===== src/verilog/prs_defs.svh =====
`ifndef PRS_DEFS_SVH
`define PRS_DEFS_SVH

// ==========================================================================
// Register addresses in the special function register space.
`define PRS_ADDR_ACTIVE_PAGE 8'h84
`define PRS_ADDR_SECOND 8'h85
`define PRS_ADDR_BOTTOM 8'h86
`define PRS_ADDR_CONTROL 8'h96

// Page on which the control register lives.
`define PRS_PAGE_CONTROL 8'h0F

// First address of the paged register space and the column width in bits.
`define PRS_SFR_BASE 8'h80
`define PRS_ROW_SHIFT 3

// Page numbers that carry a distinct register set.
`define PRS_PAGE_0 8'h00
`define PRS_PAGE_1 8'h01
`define PRS_PAGE_2 8'h02
`define PRS_PAGE_3 8'h03
`define PRS_PAGE_F 8'h0F

// ==========================================================================
// Reset values.
`define PRS_RST_ACTIVE 8'h00
`define PRS_RST_SECOND 8'h00
`define PRS_RST_BOTTOM 8'h00
`define PRS_RST_CONTROL 8'h01

// ==========================================================================
// Field positions and fixed patterns.
`define PRS_BIT_AUTOPAGE_EN 0
`define PRS_CONTROL_PAD 7'h00
`define PRS_READ_UNMAPPED 8'h00

`endif


===== src/verilog/prs_pkg.sv =====
package prs_pkg;

  // ========================================================================
  // Byte-wide special function register value.
  typedef logic [7:0] prs_byte_type;

  // Decoded register set selected by an access, one-hot coded.
  typedef enum logic [6:0] {
    PRS_SEL_NONE = 7'h01,
    PRS_SEL_ALL = 7'h02,
    PRS_SEL_P0 = 7'h04,
    PRS_SEL_P1 = 7'h08,
    PRS_SEL_P2 = 7'h10,
    PRS_SEL_P3 = 7'h20,
    PRS_SEL_PF = 7'h40
  } prs_sel_type;

endpackage


===== src/verilog/prs_dec_if.sv =====
`timescale 1ns/1ps

// ==========================================================================
// Address and page in, decoded selects out.
interface prs_dec_if;
  import prs_pkg::*;
  logic [7:0] addr;
  logic [7:0] page;
  prs_sel_type sel;
  logic [4:0] row;
  logic [2:0] col;
  logic hit_active;
  logic hit_second;
  logic hit_bottom;
  logic hit_control;

  modport decoder (
    input addr,
    input page,
    output sel,
    output row,
    output col,
    output hit_active,
    output hit_second,
    output hit_bottom,
    output hit_control
  );

  modport user (
    output addr,
    output page,
    input sel,
    input row,
    input col,
    input hit_active,
    input hit_second,
    input hit_bottom,
    input hit_control
  );
endinterface


===== src/verilog/prs_sfr_decode.sv =====
`timescale 1ns/1ps
`include "prs_defs.svh"

module prs_sfr_decode
  import prs_pkg::*;
(
  prs_dec_if.decoder dec
);

  // ========================================================================
  // Addresses that reach the same register whatever page is active.
  function automatic logic is_shared(input logic [7:0] a);
    logic res;
    res = 1'b0;
    if (a[2:0] == 3'h0 && a != 8'h88 && a != 8'h98 && a != 8'hC0 && a != 8'hC8 &&
        a != 8'hD8 && a != 8'hE8 && a != 8'hF8) begin
      res = 1'b1;
    end
    if (a >= 8'h81 && a <= 8'h87) begin
      res = 1'b1;
    end
    if (a == 8'hE6 || a == 8'hE7 || a == 8'hF6 || a == 8'hF7 || a == 8'hFF) begin
      res = 1'b1;
    end
    return res;
  endfunction

  // ========================================================================
  // Row and column split of the paged space.
  // row column decode
  assign dec.row = dec.addr[7:`PRS_ROW_SHIFT];
  assign dec.col = dec.addr[`PRS_ROW_SHIFT-1:0];

  wire in_space = (dec.addr >= `PRS_SFR_BASE);
  wire shared = is_shared(dec.addr);

  // Register set selected by address and active page; undefined pages hit only the shared addresses.
  // page select
  assign dec.sel = !in_space ? PRS_SEL_NONE :
                   shared ? PRS_SEL_ALL :
                   (dec.page == `PRS_PAGE_0) ? PRS_SEL_P0 :
                   (dec.page == `PRS_PAGE_1) ? PRS_SEL_P1 :
                   (dec.page == `PRS_PAGE_2) ? PRS_SEL_P2 :
                   (dec.page == `PRS_PAGE_3) ? PRS_SEL_P3 :
                   (dec.page == `PRS_PAGE_F) ? PRS_SEL_PF : PRS_SEL_NONE;

  // The stack bytes answer on every page.
  // page independent
  assign dec.hit_active = (dec.addr == `PRS_ADDR_ACTIVE_PAGE);
  assign dec.hit_second = (dec.addr == `PRS_ADDR_SECOND);
  assign dec.hit_bottom = (dec.addr == `PRS_ADDR_BOTTOM);
  assign dec.hit_control = (dec.addr == `PRS_ADDR_CONTROL) &&
                           (dec.page == `PRS_PAGE_CONTROL);

endmodule


===== src/verilog/prs_page_stack.sv =====
// Summary of operation
// - The page context is a three-byte stack: active page on top, second entry, bottom entry.
// - Software reads and writes of a stack byte touch only that byte and never push or pop.
// - Only interrupt service pushes and only interrupt return pops the stack.
// - Writing the second entry sets the page restored at the next interrupt return.
// - Reading the second entry returns the page the next interrupt return will restore.
// - Writing the bottom entry sets what moves into the second entry at the next return.
// - Reading the bottom entry returns its value with no effect on the stack.
// - The second entry sits at address 0x85 on every page and resets to zero.
// - Addresses 0x80 to 0xFF decode in rows of eight, per active page or on all pages.
// - Interrupt entry with autopaging on shifts the stack down and loads the new page.
// - Interrupt return moves second entry to the top and bottom entry to second.
// - Bit 0 of the control register enables autopaging, resets to one, zero disables.
`timescale 1ns/1ps
`include "prs_defs.svh"

module prs_page_stack
  import prs_pkg::*;
(
  input wire logic core_clk,
  input wire logic arst_n,
  input wire logic [7:0] sfr_addr,
  input wire logic sfr_wr_en,
  input wire logic sfr_rd_en,
  input wire logic [7:0] sfr_wdata,
  input wire logic int_push,
  input wire logic [7:0] int_page,
  input wire logic int_return,
  output logic [7:0] sfr_rdata,
  output logic sfr_rd_claim,
  output logic [7:0] active_page,
  output logic autopage_enable,
  output prs_sel_type access_sel,
  output logic [4:0] access_row,
  output logic [2:0] access_col
);

  // ========================================================================
  // Stack and control state.
  prs_byte_type active_page_reg;
  prs_byte_type second_entry_reg;
  prs_byte_type bottom_entry_reg;
  logic autopage_enable_reg;
  prs_byte_type rdata_reg;
  logic rd_claim_reg;
  prs_sel_type access_sel_reg;
  logic [4:0] access_row_reg;
  logic [2:0] access_col_reg;

  prs_byte_type active_page_next;
  prs_byte_type second_entry_next;
  prs_byte_type bottom_entry_next;
  logic autopage_enable_next;
  prs_byte_type rdata_next;
  logic rd_claim_next;
  prs_sel_type access_sel_next;
  logic [4:0] access_row_next;
  logic [2:0] access_col_next;

  // Reset pattern of the control byte; only its enable bit is stored.
  localparam prs_byte_type control_rst_value = `PRS_RST_CONTROL;

  // ========================================================================
  // Address decode, evaluated against the current active page.
  prs_dec_if dec ();

  assign dec.addr = sfr_addr;
  assign dec.page = active_page_reg;

  prs_sfr_decode u_decode (
    .dec(dec)
  );

  // ========================================================================
  // Qualified events.
  // A push and a pop in one cycle should not happen; if they do, the push
  // is taken since the core is entering a handler and must see its page.
  wire wr_active = sfr_wr_en && dec.hit_active;
  wire wr_second = sfr_wr_en && dec.hit_second;
  wire wr_bottom = sfr_wr_en && dec.hit_bottom;
  wire wr_control = sfr_wr_en && dec.hit_control;
  wire push_go = int_push && autopage_enable_reg;
  wire pop_go = int_return && autopage_enable_reg && !int_push;
  wire rd_hit = dec.hit_active || dec.hit_second || dec.hit_bottom || dec.hit_control;

  // ========================================================================
  // Next stack contents. Hardware shifts win over a software write in the
  // same cycle so that a handler never starts or ends on a half-moved stack.
  // push shifts down
  assign active_page_next = push_go ? int_page :
                            pop_go ? second_entry_reg :
                            wr_active ? sfr_wdata : active_page_reg;
  assign second_entry_next = push_go ? active_page_reg :
                             pop_go ? bottom_entry_reg :
                             wr_second ? sfr_wdata : second_entry_reg;
  assign bottom_entry_next = push_go ? second_entry_reg :
                             wr_bottom ? sfr_wdata : bottom_entry_reg;
  assign autopage_enable_next = wr_control ? sfr_wdata[`PRS_BIT_AUTOPAGE_EN] :
                                autopage_enable_reg;

  // ========================================================================
  // Read data. Reads return the value before any same-cycle update and
  // leave the stack alone; unmapped addresses read as zero.
  // second entry read
  assign rdata_next = !sfr_rd_en ? rdata_reg :
                      dec.hit_active ? active_page_reg :
                      dec.hit_second ? second_entry_reg :
                      dec.hit_bottom ? bottom_entry_reg :
                      dec.hit_control ? {`PRS_CONTROL_PAD, autopage_enable_reg} :
                      `PRS_READ_UNMAPPED;
  assign rd_claim_next = sfr_rd_en && rd_hit;

  // The decoded set of the last access is held for the peripheral side.
  wire access_any = sfr_rd_en || sfr_wr_en;
  assign access_sel_next = access_any ? dec.sel : access_sel_reg;
  assign access_row_next = access_any ? dec.row : access_row_reg;
  assign access_col_next = access_any ? dec.col : access_col_reg;

  // ========================================================================
  // Stack registers.
  // three byte stack
  always_ff @(posedge core_clk or negedge arst_n) begin
    if (!arst_n) begin
      active_page_reg <= `PRS_RST_ACTIVE;
      second_entry_reg <= `PRS_RST_SECOND;
      bottom_entry_reg <= `PRS_RST_BOTTOM;
      autopage_enable_reg <= control_rst_value[`PRS_BIT_AUTOPAGE_EN];
    end else begin
      active_page_reg <= active_page_next;
      second_entry_reg <= second_entry_next;
      bottom_entry_reg <= bottom_entry_next;
      autopage_enable_reg <= autopage_enable_next;
    end
  end

  // ========================================================================
  // Read and access-select registers.
  always_ff @(posedge core_clk or negedge arst_n) begin
    if (!arst_n) begin
      rdata_reg <= `PRS_READ_UNMAPPED;
      rd_claim_reg <= 1'b0;
      access_sel_reg <= PRS_SEL_NONE;
      access_row_reg <= 5'h00;
      access_col_reg <= 3'h0;
    end else begin
      rdata_reg <= rdata_next;
      rd_claim_reg <= rd_claim_next;
      access_sel_reg <= access_sel_next;
      access_row_reg <= access_row_next;
      access_col_reg <= access_col_next;
    end
  end

  // Outputs come straight from the registers.
  assign sfr_rdata = rdata_reg;
  assign sfr_rd_claim = rd_claim_reg;
  assign active_page = active_page_reg;
  assign autopage_enable = autopage_enable_reg;
  assign access_sel = access_sel_reg;
  assign access_row = access_row_reg;
  assign access_col = access_col_reg;

  // ========================================================================
  // Checks on the stack behaviour.
  a_push_loads_page: assert property (
    @(posedge core_clk) disable iff (!arst_n)
    push_go |=> (active_page_reg == $past(int_page)) &&
                (second_entry_reg == $past(active_page_reg)) &&
                (bottom_entry_reg == $past(second_entry_reg))
  ) else $error("Push did not shift the stack down.");

  a_pop_moves_up: assert property (
    @(posedge core_clk) disable iff (!arst_n)
    pop_go |=> (active_page_reg == $past(second_entry_reg)) &&
               (second_entry_reg == $past(bottom_entry_reg))
  ) else $error("Pop did not move the stack up.");

  a_pop_keeps_bottom: assert property (
    @(posedge core_clk) disable iff (!arst_n)
    (pop_go && !sfr_wr_en) |=> $stable(bottom_entry_reg)
  ) else $error("Pop changed the bottom entry.");

  a_quiet_stack_stable: assert property (
    @(posedge core_clk) disable iff (!arst_n)
    (!int_push && !int_return && !sfr_wr_en) |=>
      $stable(active_page_reg) && $stable(second_entry_reg) && $stable(bottom_entry_reg)
  ) else $error("Stack changed with no event.");

  a_disabled_no_shift: assert property (
    @(posedge core_clk) disable iff (!arst_n)
    (!autopage_enable_reg && !sfr_wr_en) |=>
      $stable(active_page_reg) && $stable(second_entry_reg) && $stable(bottom_entry_reg)
  ) else $error("Stack shifted while autopaging was off.");

  a_write_second_only: assert property (
    @(posedge core_clk) disable iff (!arst_n)
    (wr_second && !int_push && !int_return) |=>
      (second_entry_reg == $past(sfr_wdata)) && $stable(active_page_reg) &&
      $stable(bottom_entry_reg)
  ) else $error("Second entry write wrong or disturbed the stack.");

  a_write_bottom_only: assert property (
    @(posedge core_clk) disable iff (!arst_n)
    (wr_bottom && !int_push && !int_return) |=>
      (bottom_entry_reg == $past(sfr_wdata)) && $stable(active_page_reg) &&
      $stable(second_entry_reg)
  ) else $error("Bottom entry write wrong or disturbed the stack.");

  a_read_second_value: assert property (
    @(posedge core_clk) disable iff (!arst_n)
    (sfr_rd_en && dec.hit_second) |=> sfr_rd_claim && (sfr_rdata == $past(second_entry_reg))
  ) else $error("Second entry read returned a wrong value.");

  a_read_bottom_clean: assert property (
    @(posedge core_clk) disable iff (!arst_n)
    (sfr_rd_en && dec.hit_bottom && !sfr_wr_en && !int_push && !int_return) |=>
      (sfr_rdata == $past(bottom_entry_reg)) && $stable(bottom_entry_reg) &&
      $stable(second_entry_reg) && $stable(active_page_reg)
  ) else $error("Bottom entry read was wrong or had a side effect.");

  a_second_any_page: assert property (
    @(posedge core_clk) disable iff (!arst_n)
    (sfr_addr == `PRS_ADDR_SECOND) |-> dec.hit_second && (dec.sel == PRS_SEL_ALL)
  ) else $error("Second entry did not decode on this page.");

  a_row_decode_space: assert property (
    @(posedge core_clk) disable iff (!arst_n)
    (access_any && (sfr_addr >= `PRS_SFR_BASE) &&
     ((active_page_reg <= `PRS_PAGE_3) || (active_page_reg == `PRS_PAGE_F))) |=>
      (access_sel != PRS_SEL_NONE) && (access_row == $past(sfr_addr[7:3]))
  ) else $error("Paged address did not decode to a register set.");

  // ========================================================================
  // Checks on the register port. Reads must never move the stack, since the
  // core may read a stack byte in the middle of a handler, and the control
  // byte must answer on its own page only.
  a_read_no_shift: assert property (
    @(posedge core_clk) disable iff (!arst_n)
    (sfr_rd_en && !sfr_wr_en && !int_push && !int_return) |=>
      $stable(active_page_reg) && $stable(second_entry_reg) && $stable(bottom_entry_reg)
  ) else $error("A read moved the stack.");

  a_write_active_only: assert property (
    @(posedge core_clk) disable iff (!arst_n)
    (wr_active && !int_push && !int_return) |=>
      (active_page_reg == $past(sfr_wdata)) && $stable(second_entry_reg) &&
      $stable(bottom_entry_reg)
  ) else $error("Active page write wrong or disturbed the stack.");

  a_claim_on_hit: assert property (
    @(posedge core_clk) disable iff (!arst_n)
    (sfr_rd_en && rd_hit) |=> sfr_rd_claim
  ) else $error("Read of a stack byte was not claimed.");

  a_unmapped_read_zero: assert property (
    @(posedge core_clk) disable iff (!arst_n)
    (sfr_rd_en && !rd_hit) |=>
      !sfr_rd_claim && (sfr_rdata == `PRS_READ_UNMAPPED)
  ) else $error("Unmapped read was claimed or returned data.");

  a_claim_needs_read: assert property (
    @(posedge core_clk) disable iff (!arst_n)
    !sfr_rd_en |=> !sfr_rd_claim
  ) else $error("Read claim rose with no read.");

  a_rdata_held: assert property (
    @(posedge core_clk) disable iff (!arst_n)
    !sfr_rd_en |=> $stable(sfr_rdata)
  ) else $error("Read data changed with no read.");

  a_control_bit_write: assert property (
    @(posedge core_clk) disable iff (!arst_n)
    wr_control |=>
      (autopage_enable_reg == $past(sfr_wdata[`PRS_BIT_AUTOPAGE_EN]))
  ) else $error("Enable bit did not take the written value.");

  a_control_own_page: assert property (
    @(posedge core_clk) disable iff (!arst_n)
    (sfr_wr_en && (sfr_addr == `PRS_ADDR_CONTROL) &&
     (active_page_reg != `PRS_PAGE_CONTROL)) |=> $stable(autopage_enable_reg)
  ) else $error("Control byte answered off its page.");

  a_enable_held: assert property (
    @(posedge core_clk) disable iff (!arst_n)
    !wr_control |=> $stable(autopage_enable_reg)
  ) else $error("Enable bit changed with no control write.");

  a_bottom_any_page: assert property (
    @(posedge core_clk) disable iff (!arst_n)
    (sfr_addr == `PRS_ADDR_BOTTOM) |-> dec.hit_bottom && (dec.sel == PRS_SEL_ALL)
  ) else $error("Bottom entry did not decode on this page.");

endmodule


===== config.mk =====
export PLATFORM = sky130hd
export DESIGN_NAME = prs_page_stack
export DESIGN_NICKNAME = d
export VERILOG_FILES = /design/src/verilog/prs_pkg.sv /design/src/verilog/prs_dec_if.sv /design/src/verilog/prs_sfr_decode.sv /design/src/verilog/prs_page_stack.sv
export VERILOG_INCLUDE_DIRS = /design/src /design/src/verilog
export SDC_FILE = /design/constraint.sdc
export NUM_CORES = 1
export LEC_CHECK = 0
export BUFFER_PORTS_ARGS = -buffer_cell sky130_fd_sc_hd__buf_2
export CAP_MARGIN = 20
export CORE_MARGIN = 8
export CORE_UTILIZATION = 53
export CTS_CLUSTER_SIZE = 30
export DETAILED_ROUTE_END_ITERATION = 8
export GPL_ROUTABILITY_DRIVEN = 0
export PLACE_DENSITY = 0.85
export SLEW_MARGIN = 10
export SYNTH_ARGS = -nofsm -noshare
export SYNTH_HDL_FRONTEND = slang
export SYNTH_SLANG_ARGS = --single-unit
export TNS_END_PERCENT = 50

===== constraint.sdc =====
create_clock -name core_clk -period 1.9 [get_ports core_clk]
set_input_delay 0.38 -clock core_clk [delete_from_list [all_inputs] [get_ports core_clk]]
set_output_delay 0.38 -clock core_clk [all_outputs]
set_load 0.01 [all_outputs]

==> results of run 1 <==
## cell usage in the layout, fill, tap and decap left out, types with 3 or more instances in the layout
cell type	instances
nand2b_1	3
buf_4	9
o21ai_1	29
o22ai_1	9
dfrtp_1	47
mux2_1	3
a21oi_1	10
mux2_2	4
nand2_1	56
clkbuf_8	6
o21ai_0	21
nor2_1	14
inv_1	9
nand3b_1	3
buf_2	62
mux2i_1	29
nor2b_1	3
## stage by stage
step	setup WS (ps)	instances
after floorplan	269.4	281
final	193.6	412
after detailed placement	127.6	404
after global placement	170.2	404
after global routing	109.2	412
after CTS	196.7	412
## worst max-delay path, delay by kind of cell (launching register included)
family           cells  cell delay (ps)
flip-flops           1              440
AND/OR/NAND/NOR      3              910
multiplexers         1              300
## synth_stat cells (2+ instances only)
cell type  instances
inv_1              9
o21a_1             2
a31oi_4            2
buf_6              2
nand4_1            2
a2111oi_0          2
clkbuf_1           4
buf_2              7
o21ai_1           29
o22ai_1            9
mux2i_1           29
nand2b_1           3
dfrtp_1           47
buf_1              3
nand3b_1           3
mux2_1             3
a21oi_1           10
nand3_1            2
mux2_2             4
nor2b_1            3
dfstp_2            2
nor2_1            14
o21ai_0           21
o211ai_1           2
nand2_1           56
## worst max path at each step
stage          cells after the start  slack [ps]                       start                           to
2_1_floorplan                      4         270  active_page[4]$_DFFE_PN0P_  autopage_enable$_DFFE_PN1P_
3_3_place_gp                       6         170                 sfr_addr[6]   active_page[4]$_DFFE_PN0P_
3_5_place_dp                       6         130                 sfr_addr[6]   active_page[0]$_DFFE_PN0P_
5_1_grt                            4         110  active_page[4]$_DFFE_PN0P_  autopage_enable$_DFFE_PN1P_
6_report                           4         190  active_page[4]$_DFFE_PN0P_  autopage_enable$_DFFE_PN1P_
4_1_cts                            4         200  active_page[4]$_DFFE_PN0P_  autopage_enable$_DFFE_PN1P_
## power groups by stage
stage	clock [W]	sequential [W]	combinational, W
after floorplan	0	0.00118	0.000158
after global placement	0	0.00117	0.000327
after detailed placement	0	0.00117	0.000335
after CTS	0.000662	0.00115	0.000336
after global routing	0.000692	0.00116	0.000370
final	0.000641	0.00115	0.000334
## logic make-up (layout without fill, tap and decap cells)
logic type	after synthesis	after routing	synth area share
and+or+nand+nor	91	91	0.1673
buffers and inverters	25	89	0.04467
AOI/OAI and AO/OA	79	79	0.1754
muxes	37	37	0.1459
DFF	49	49	0.4667
## layout make-up
cell class	count	area, um^2
clock buffers	6	82.58
clock inverters	2	13.76
fillers	421	1628
inverters	9	33.78
multi-input cells	207	1286
flip-flops and latches	49	1229
well taps	67	83.83
repair buffers	72	397.9
## routing by layer
layer / vias up / GRT usage / routed length, um
met3: 11 / 0.03875 / 417
met2: 65 / 0.3076 / 3301
met1: 1078 / 0.2073 / 2659
met5: - / 0 / 0
li1: 1103 / - / -
met4: 0 / 0.07668 / 138
==> summary.txt, run 1 <==
Status
  – Status: finished clean

Pwr
  – Switching power: 0.0005849 W
  – Register share of total power: 0.541
  – Peak supply drop: 0.0003061 V
  – Power density cells: 679.3 nW/um^2
  – P_int: 0.001539 W
  – Gate power share: 0.157
  – Switching portion of total power: 0.2754
  – Tot Pwr: 0.002124 W
  – Leakage: 1.637 nW
  – Clock power frac: 0.302

Setup path
  – CP required: 2140 ps
  – R2R cell count: 4
  – RR Endpoint: autopage_enable$_DFFE_PN1P_
  – Critical Path Fanout Max: 5
  – Kind of critical path: register to register
  – Worst Path Arrival: 1940 ps
  – Critical Path, Cell by Cell: or4_4 > nor4_4 > nand2_1 > mux2_4
  – Critical Path Max Stage Delay: 600 ps
  – CP max-delay cell: or4_4
  – RR Startpoint: active_page[4]$_DFFE_PN0P_
  – Startpoint Class: register
  – CP endpoint kind: register
  – R2R Setup Slk: 190 ps

Floorplanning
  – IO Pins: 63
  – Die W: 86.48 um
  – Die height: 86.48 um
  – Die footprint: 7478 um^2
  – Core footprint: 4755 um^2
  – Row cnt: 25
  – Initial Utilization: 0.5537

Clocking
  – H-Tree Depth: 2
  – Cts hold-fix bufs: 0
  – Setup bufs post-CTS: 0
  – CTS resizes: 0
  – Clk sinks: 49
  – Worst-path clk slew: 90 ps
  – Clock buffer count from CTS: 5
  – Longest Clk Path Bufs: 2
  – CTS tree: built
  – Root Buffer: clkbuf_8
  – Worst-Skew Late Latency: 300 ps

Route
  – Drt drc: 0
  – ANT nets after route: 0
  – Routed vias: 2257
  – Iter 0 DRT Violations: 192
  – Via density: 5.478
  – Final WL: 6516 um
  – Avg WL per Cell: 15.82 um
  – DRT Pass-1 Iters: 4

Min path
  – Worst hold path class: input port to asynchronous set/reset pin

Run
  – Max_cap viols: 0

Synth
  – EDFF count, synth: 0
  – Post-synth top area cell: dfrtp_1
  – Syn avg cell area: 9.368 um^2
  – Largest cells by area after synthesis: dfrtp_1, mux2i_1, nand2_1
  – Gate Count Post-Synth: 281
  – Post-synthesis cell type count: 36
  – Post-Syn Area: 2633 um^2
  – Yosys top cell area share: 0.4468
  – Synthesis-stage register bit count: 49
  – Asr flop ratio synth: 1.000
  – Top_reg_cell synth: dfrtp_1
  – Post-synthesis sequential area ratio: 0.4667
  – Syn Nets: 311
  – Yosys warns: 0

STA
  – Max Slew Vio Count: 0
  – Period minus WS final: 1706 ps
  – Hold Slack: 46.83 ps
  – Slew headroom: 0.5905
  – Setup violations, final: 0
  – Crit share post-route: 0.8981
  – Total negative slack: 0 ps
  – Achievable Freq: 586.0 MHz
  – RSZ-0062 raised after global routing: no
  – Least-Margin Pin Slew: 614.2 ps
  – Hold Vio Cnt, Final: 0
  – Clock Skew: 5.738 ps

Finish
  – Post-route cell area: 3127 um^2
  – ANT cells: 0
  – Nets: 374
  – Layout Utilization: 0.6576
  – Area growth syn-to-layout: 18.77%
  – Share of cells above drive strength 1: 0.2696

Placement
  – Dpl cell area: 3030 um^2
  – Post-DP HPWL: 4816 um
  – IO Port Bufs: 62

Global route
  – First-pass GRT wire length: 10610 um
  – Vias in the first global route: 2218
  – Largest net degree at the start of global routing: 29
  – Total grt overflow: 0
  – Total GRT Usage: 0.1783
  – Number of antenna violations at the first check in global routing: 0
No activity file was read; power rests on OpenSTA's default activity.
==> inputs of run 2 (changes only) <==
--- a/config.mk
+++ b/config.mk
@@ -13,7 +13,7 @@
 export CTS_CLUSTER_SIZE = 30
 export DETAILED_ROUTE_END_ITERATION = 8
 export GPL_ROUTABILITY_DRIVEN = 0
-export PLACE_DENSITY = 0.85
+export PLACE_DENSITY = 0.79
 export SLEW_MARGIN = 10
 export SYNTH_ARGS = -nofsm -noshare
 export SYNTH_HDL_FRONTEND = slang
==> summary.txt, run 2 (synthesis results as in run 1) <==
Floorplanning
  – Core footprint: 4755 um^2 (unchanged)
  – Initial Utilization: 0.5537 (unchanged)
  – Row cnt: 25 (unchanged)
  – Die footprint: 7478 um^2 (unchanged)
  – IO Pins: 63 (unchanged)
  – Die height: 86.48 um (unchanged)
  – Die W: 86.48 um (unchanged)

Clocking
  – Longest Clk Path Bufs: 2 (unchanged)
  – Worst-path clk slew: 90 ps (about the same)
  – Worst-Skew Late Latency: 300 ps (about the same)
  – Setup bufs post-CTS: 0 (unchanged)
  – Clock buffer count from CTS: 5 (unchanged)
  – Cts hold-fix bufs: 0 (unchanged)
  – H-Tree Depth: 2 (unchanged)
  – Root Buffer: clkbuf_8 (unchanged)
  – CTS tree: built (unchanged)
  – CTS resizes: 0 (unchanged)
  – Clk sinks: 49 (unchanged)

STA
  – Total negative slack: 0 ps (unchanged)
  – Crit share post-route: 0.9120 (was 0.8981)
  – Hold Vio Cnt, Final: 0 (unchanged)
  – Clock Skew: 2.975 ps (was 5.738 ps)
  – Setup violations, final: 0 (unchanged)
  – Period minus WS final: 1733 ps (was 1706 ps)
  – RSZ-0062 raised after global routing: no (unchanged)
  – Least-Margin Pin Slew: 616.0 ps (was 614.2 ps)
  – Achievable Freq: 577.1 MHz (was 586.0 MHz)
  – Max Slew Vio Count: 0 (unchanged)
  – Slew headroom: 0.5893 (was 0.5905)

Route
  – Drt drc: 0 (unchanged)
  – DRT Pass-1 Iters: 4 (unchanged)
  – Final WL: 6498 um (was 6516 um)
  – Routed vias: 2274 (was 2257)
  – ANT nets after route: 0 (unchanged)
  – Via density: 5.519 (was 5.478)
  – Iter 0 DRT Violations: 133 (was 192)
  – Avg WL per Cell: 15.77 um (was 15.82 um)

Pwr
  – Peak supply drop: 0.0003229 V (was 0.0003061 V)
  – Leakage: 1.645 nW (was 1.637 nW)
  – Power density cells: 716.3 nW/um^2 (was 679.3 nW/um^2)

Placement
  – IO Port Bufs: 62 (unchanged)
  – Post-DP HPWL: 4852 um (was 4816 um)

Finish
  – Nets: 374 (unchanged)
  – Commonest non-fill, non-tap cell in the layout: buf_2 (unchanged)
  – Share of cells above drive strength 1: 0.2667 (was 0.2696)
  – Highest-count cells in the layout ignoring fill and taps: buf_2, nand2_1, dfrtp_1 (unchanged)
  – ANT cells: 0 (unchanged)
  – Layout Utilization: 0.6618 (was 0.6576)
  – Area growth syn-to-layout: 19.53% (was 18.77%)
  – Fill cells: 418 (was 421)

Status
  – Status: finished clean (unchanged)

Global route
  – Total grt overflow: 0 (unchanged)
  – Total GRT Usage: 0.1760 (was 0.1783)
  – Largest net degree at the start of global routing: 30 (was 29)
  – Number of antenna violations at the first check in global routing: 0 (unchanged)
  – First-pass GRT wire length: 10500 um (was 10610 um)
  – Vias in the first global route: 2238 (was 2218)

Run
  – Max_cap viols: 0 (unchanged)

Setup path
  – CP required: 2130 ps (was 2140 ps)
  – Startpoint Class: register (unchanged)
  – WP buf/inv: 0 (unchanged)
  – Cell family with most CP delay: simple AND/OR/NAND/NOR gates (unchanged)
  – Critical Path Fanout Max: 5 (unchanged)
  – CP max-delay cell: or4_4 (unchanged)
  – CP endpoint kind: register (unchanged)
  – Kind of critical path: register to register (unchanged)
  – Critical Path Max Stage Delay: 600 ps (about the same)
  – Critical Path, Cell by Cell: or4_4 > nor4_4 > nand2_1 > mux2_4 (unchanged)
  – Worst Path Arrival: 1960 ps (was 1940 ps)

Min path
  – Worst hold path class: input port to asynchronous set/reset pin (unchanged)
==> run 2: cell types whose count changed in the layout (fill, tap and decap cells not counted), sizes merged <==
| cell | before | now |
|---|---|---|
| bufinv | 0 | 1 |
| clkbuf | 6 | 7 |
| clkinv | 2 | 0 |
==> run 2: routing by layer <==
metal	global-route usage	vias to the layer above	share of wire
li1	-	1106	-
met1	0.2132	1095	0.43
met2	0.3000	66	0.49
met3	0.03119	7	0.058
met4	0.07199	0	0.014
met5	0	-	0
==> run 2: final cells by class <==
| type | instances | area (um^2) | area share |
|---|---|---|---|
| clock buffer | 7 | 86.33 | 0.02744 |
| timing repair buffer | 72 | 397.9 | 0.1264 |
| clock inverter | 1 | 30.03 | 0.009543 |
| inverter | 9 | 33.78 | 0.01074 |
| tap | 67 | 83.83 | 0.02664 |
| sequential | 49 | 1229 | 0.3905 |
| multi-input combinational | 207 | 1286 | 0.4087 |
==> run 2: power breakdown <==
group / switching [W] / internal, W
sequential: 0.0000474 / 0.00110
combinational: 0.000191 / 0.000142
clock: 0.000342 / 0.000429
total: 0.000581 / 0.00167
==> run 2: final timing paths <==
kind                                                     to                  startpoint  slack, ps  depth (start not counted)
worst max-delay path            autopage_enable$_DFFE_PN1P_  active_page[4]$_DFFE_PN0P_        170                          4
worst min-delay path              access_row[0]$_DFFE_PN0P_                      arst_n         20                          1
worst max register to register  autopage_enable$_DFFE_PN1P_  active_page[4]$_DFFE_PN0P_        170                          4
worst min register to register    access_sel[3]$_DFFE_PN0P_   access_sel[3]$_DFFE_PN0P_        480                          2
max in group asynchronous       autopage_enable$_DFFE_PN1P_                      arst_n       1290                          2
min in group core_clk             access_row[0]$_DFFE_PN0P_                 sfr_addr[3]        360                          2
==> run 2: metrics by stage <==
stage | setup slack, ps | instances | hold slack, ps | cell area, um^2 | power [W]
CTS | 186.5 | 412 | 34.19 | 3147 | 0.002272
global placement | 182.6 | 404 | 367.8 | 3030 | 0.001493
global route | 135.7 | 412 | 54.14 | 3147 | 0.002349
finish | 167.3 | 412 | 24.97 | 3147 | 0.002254
floorplan | 269.4 | 281 | 84.41 | 2633 | 0.001339
detailed placement | 119.5 | 404 | 367.9 | 3030 | 0.001505
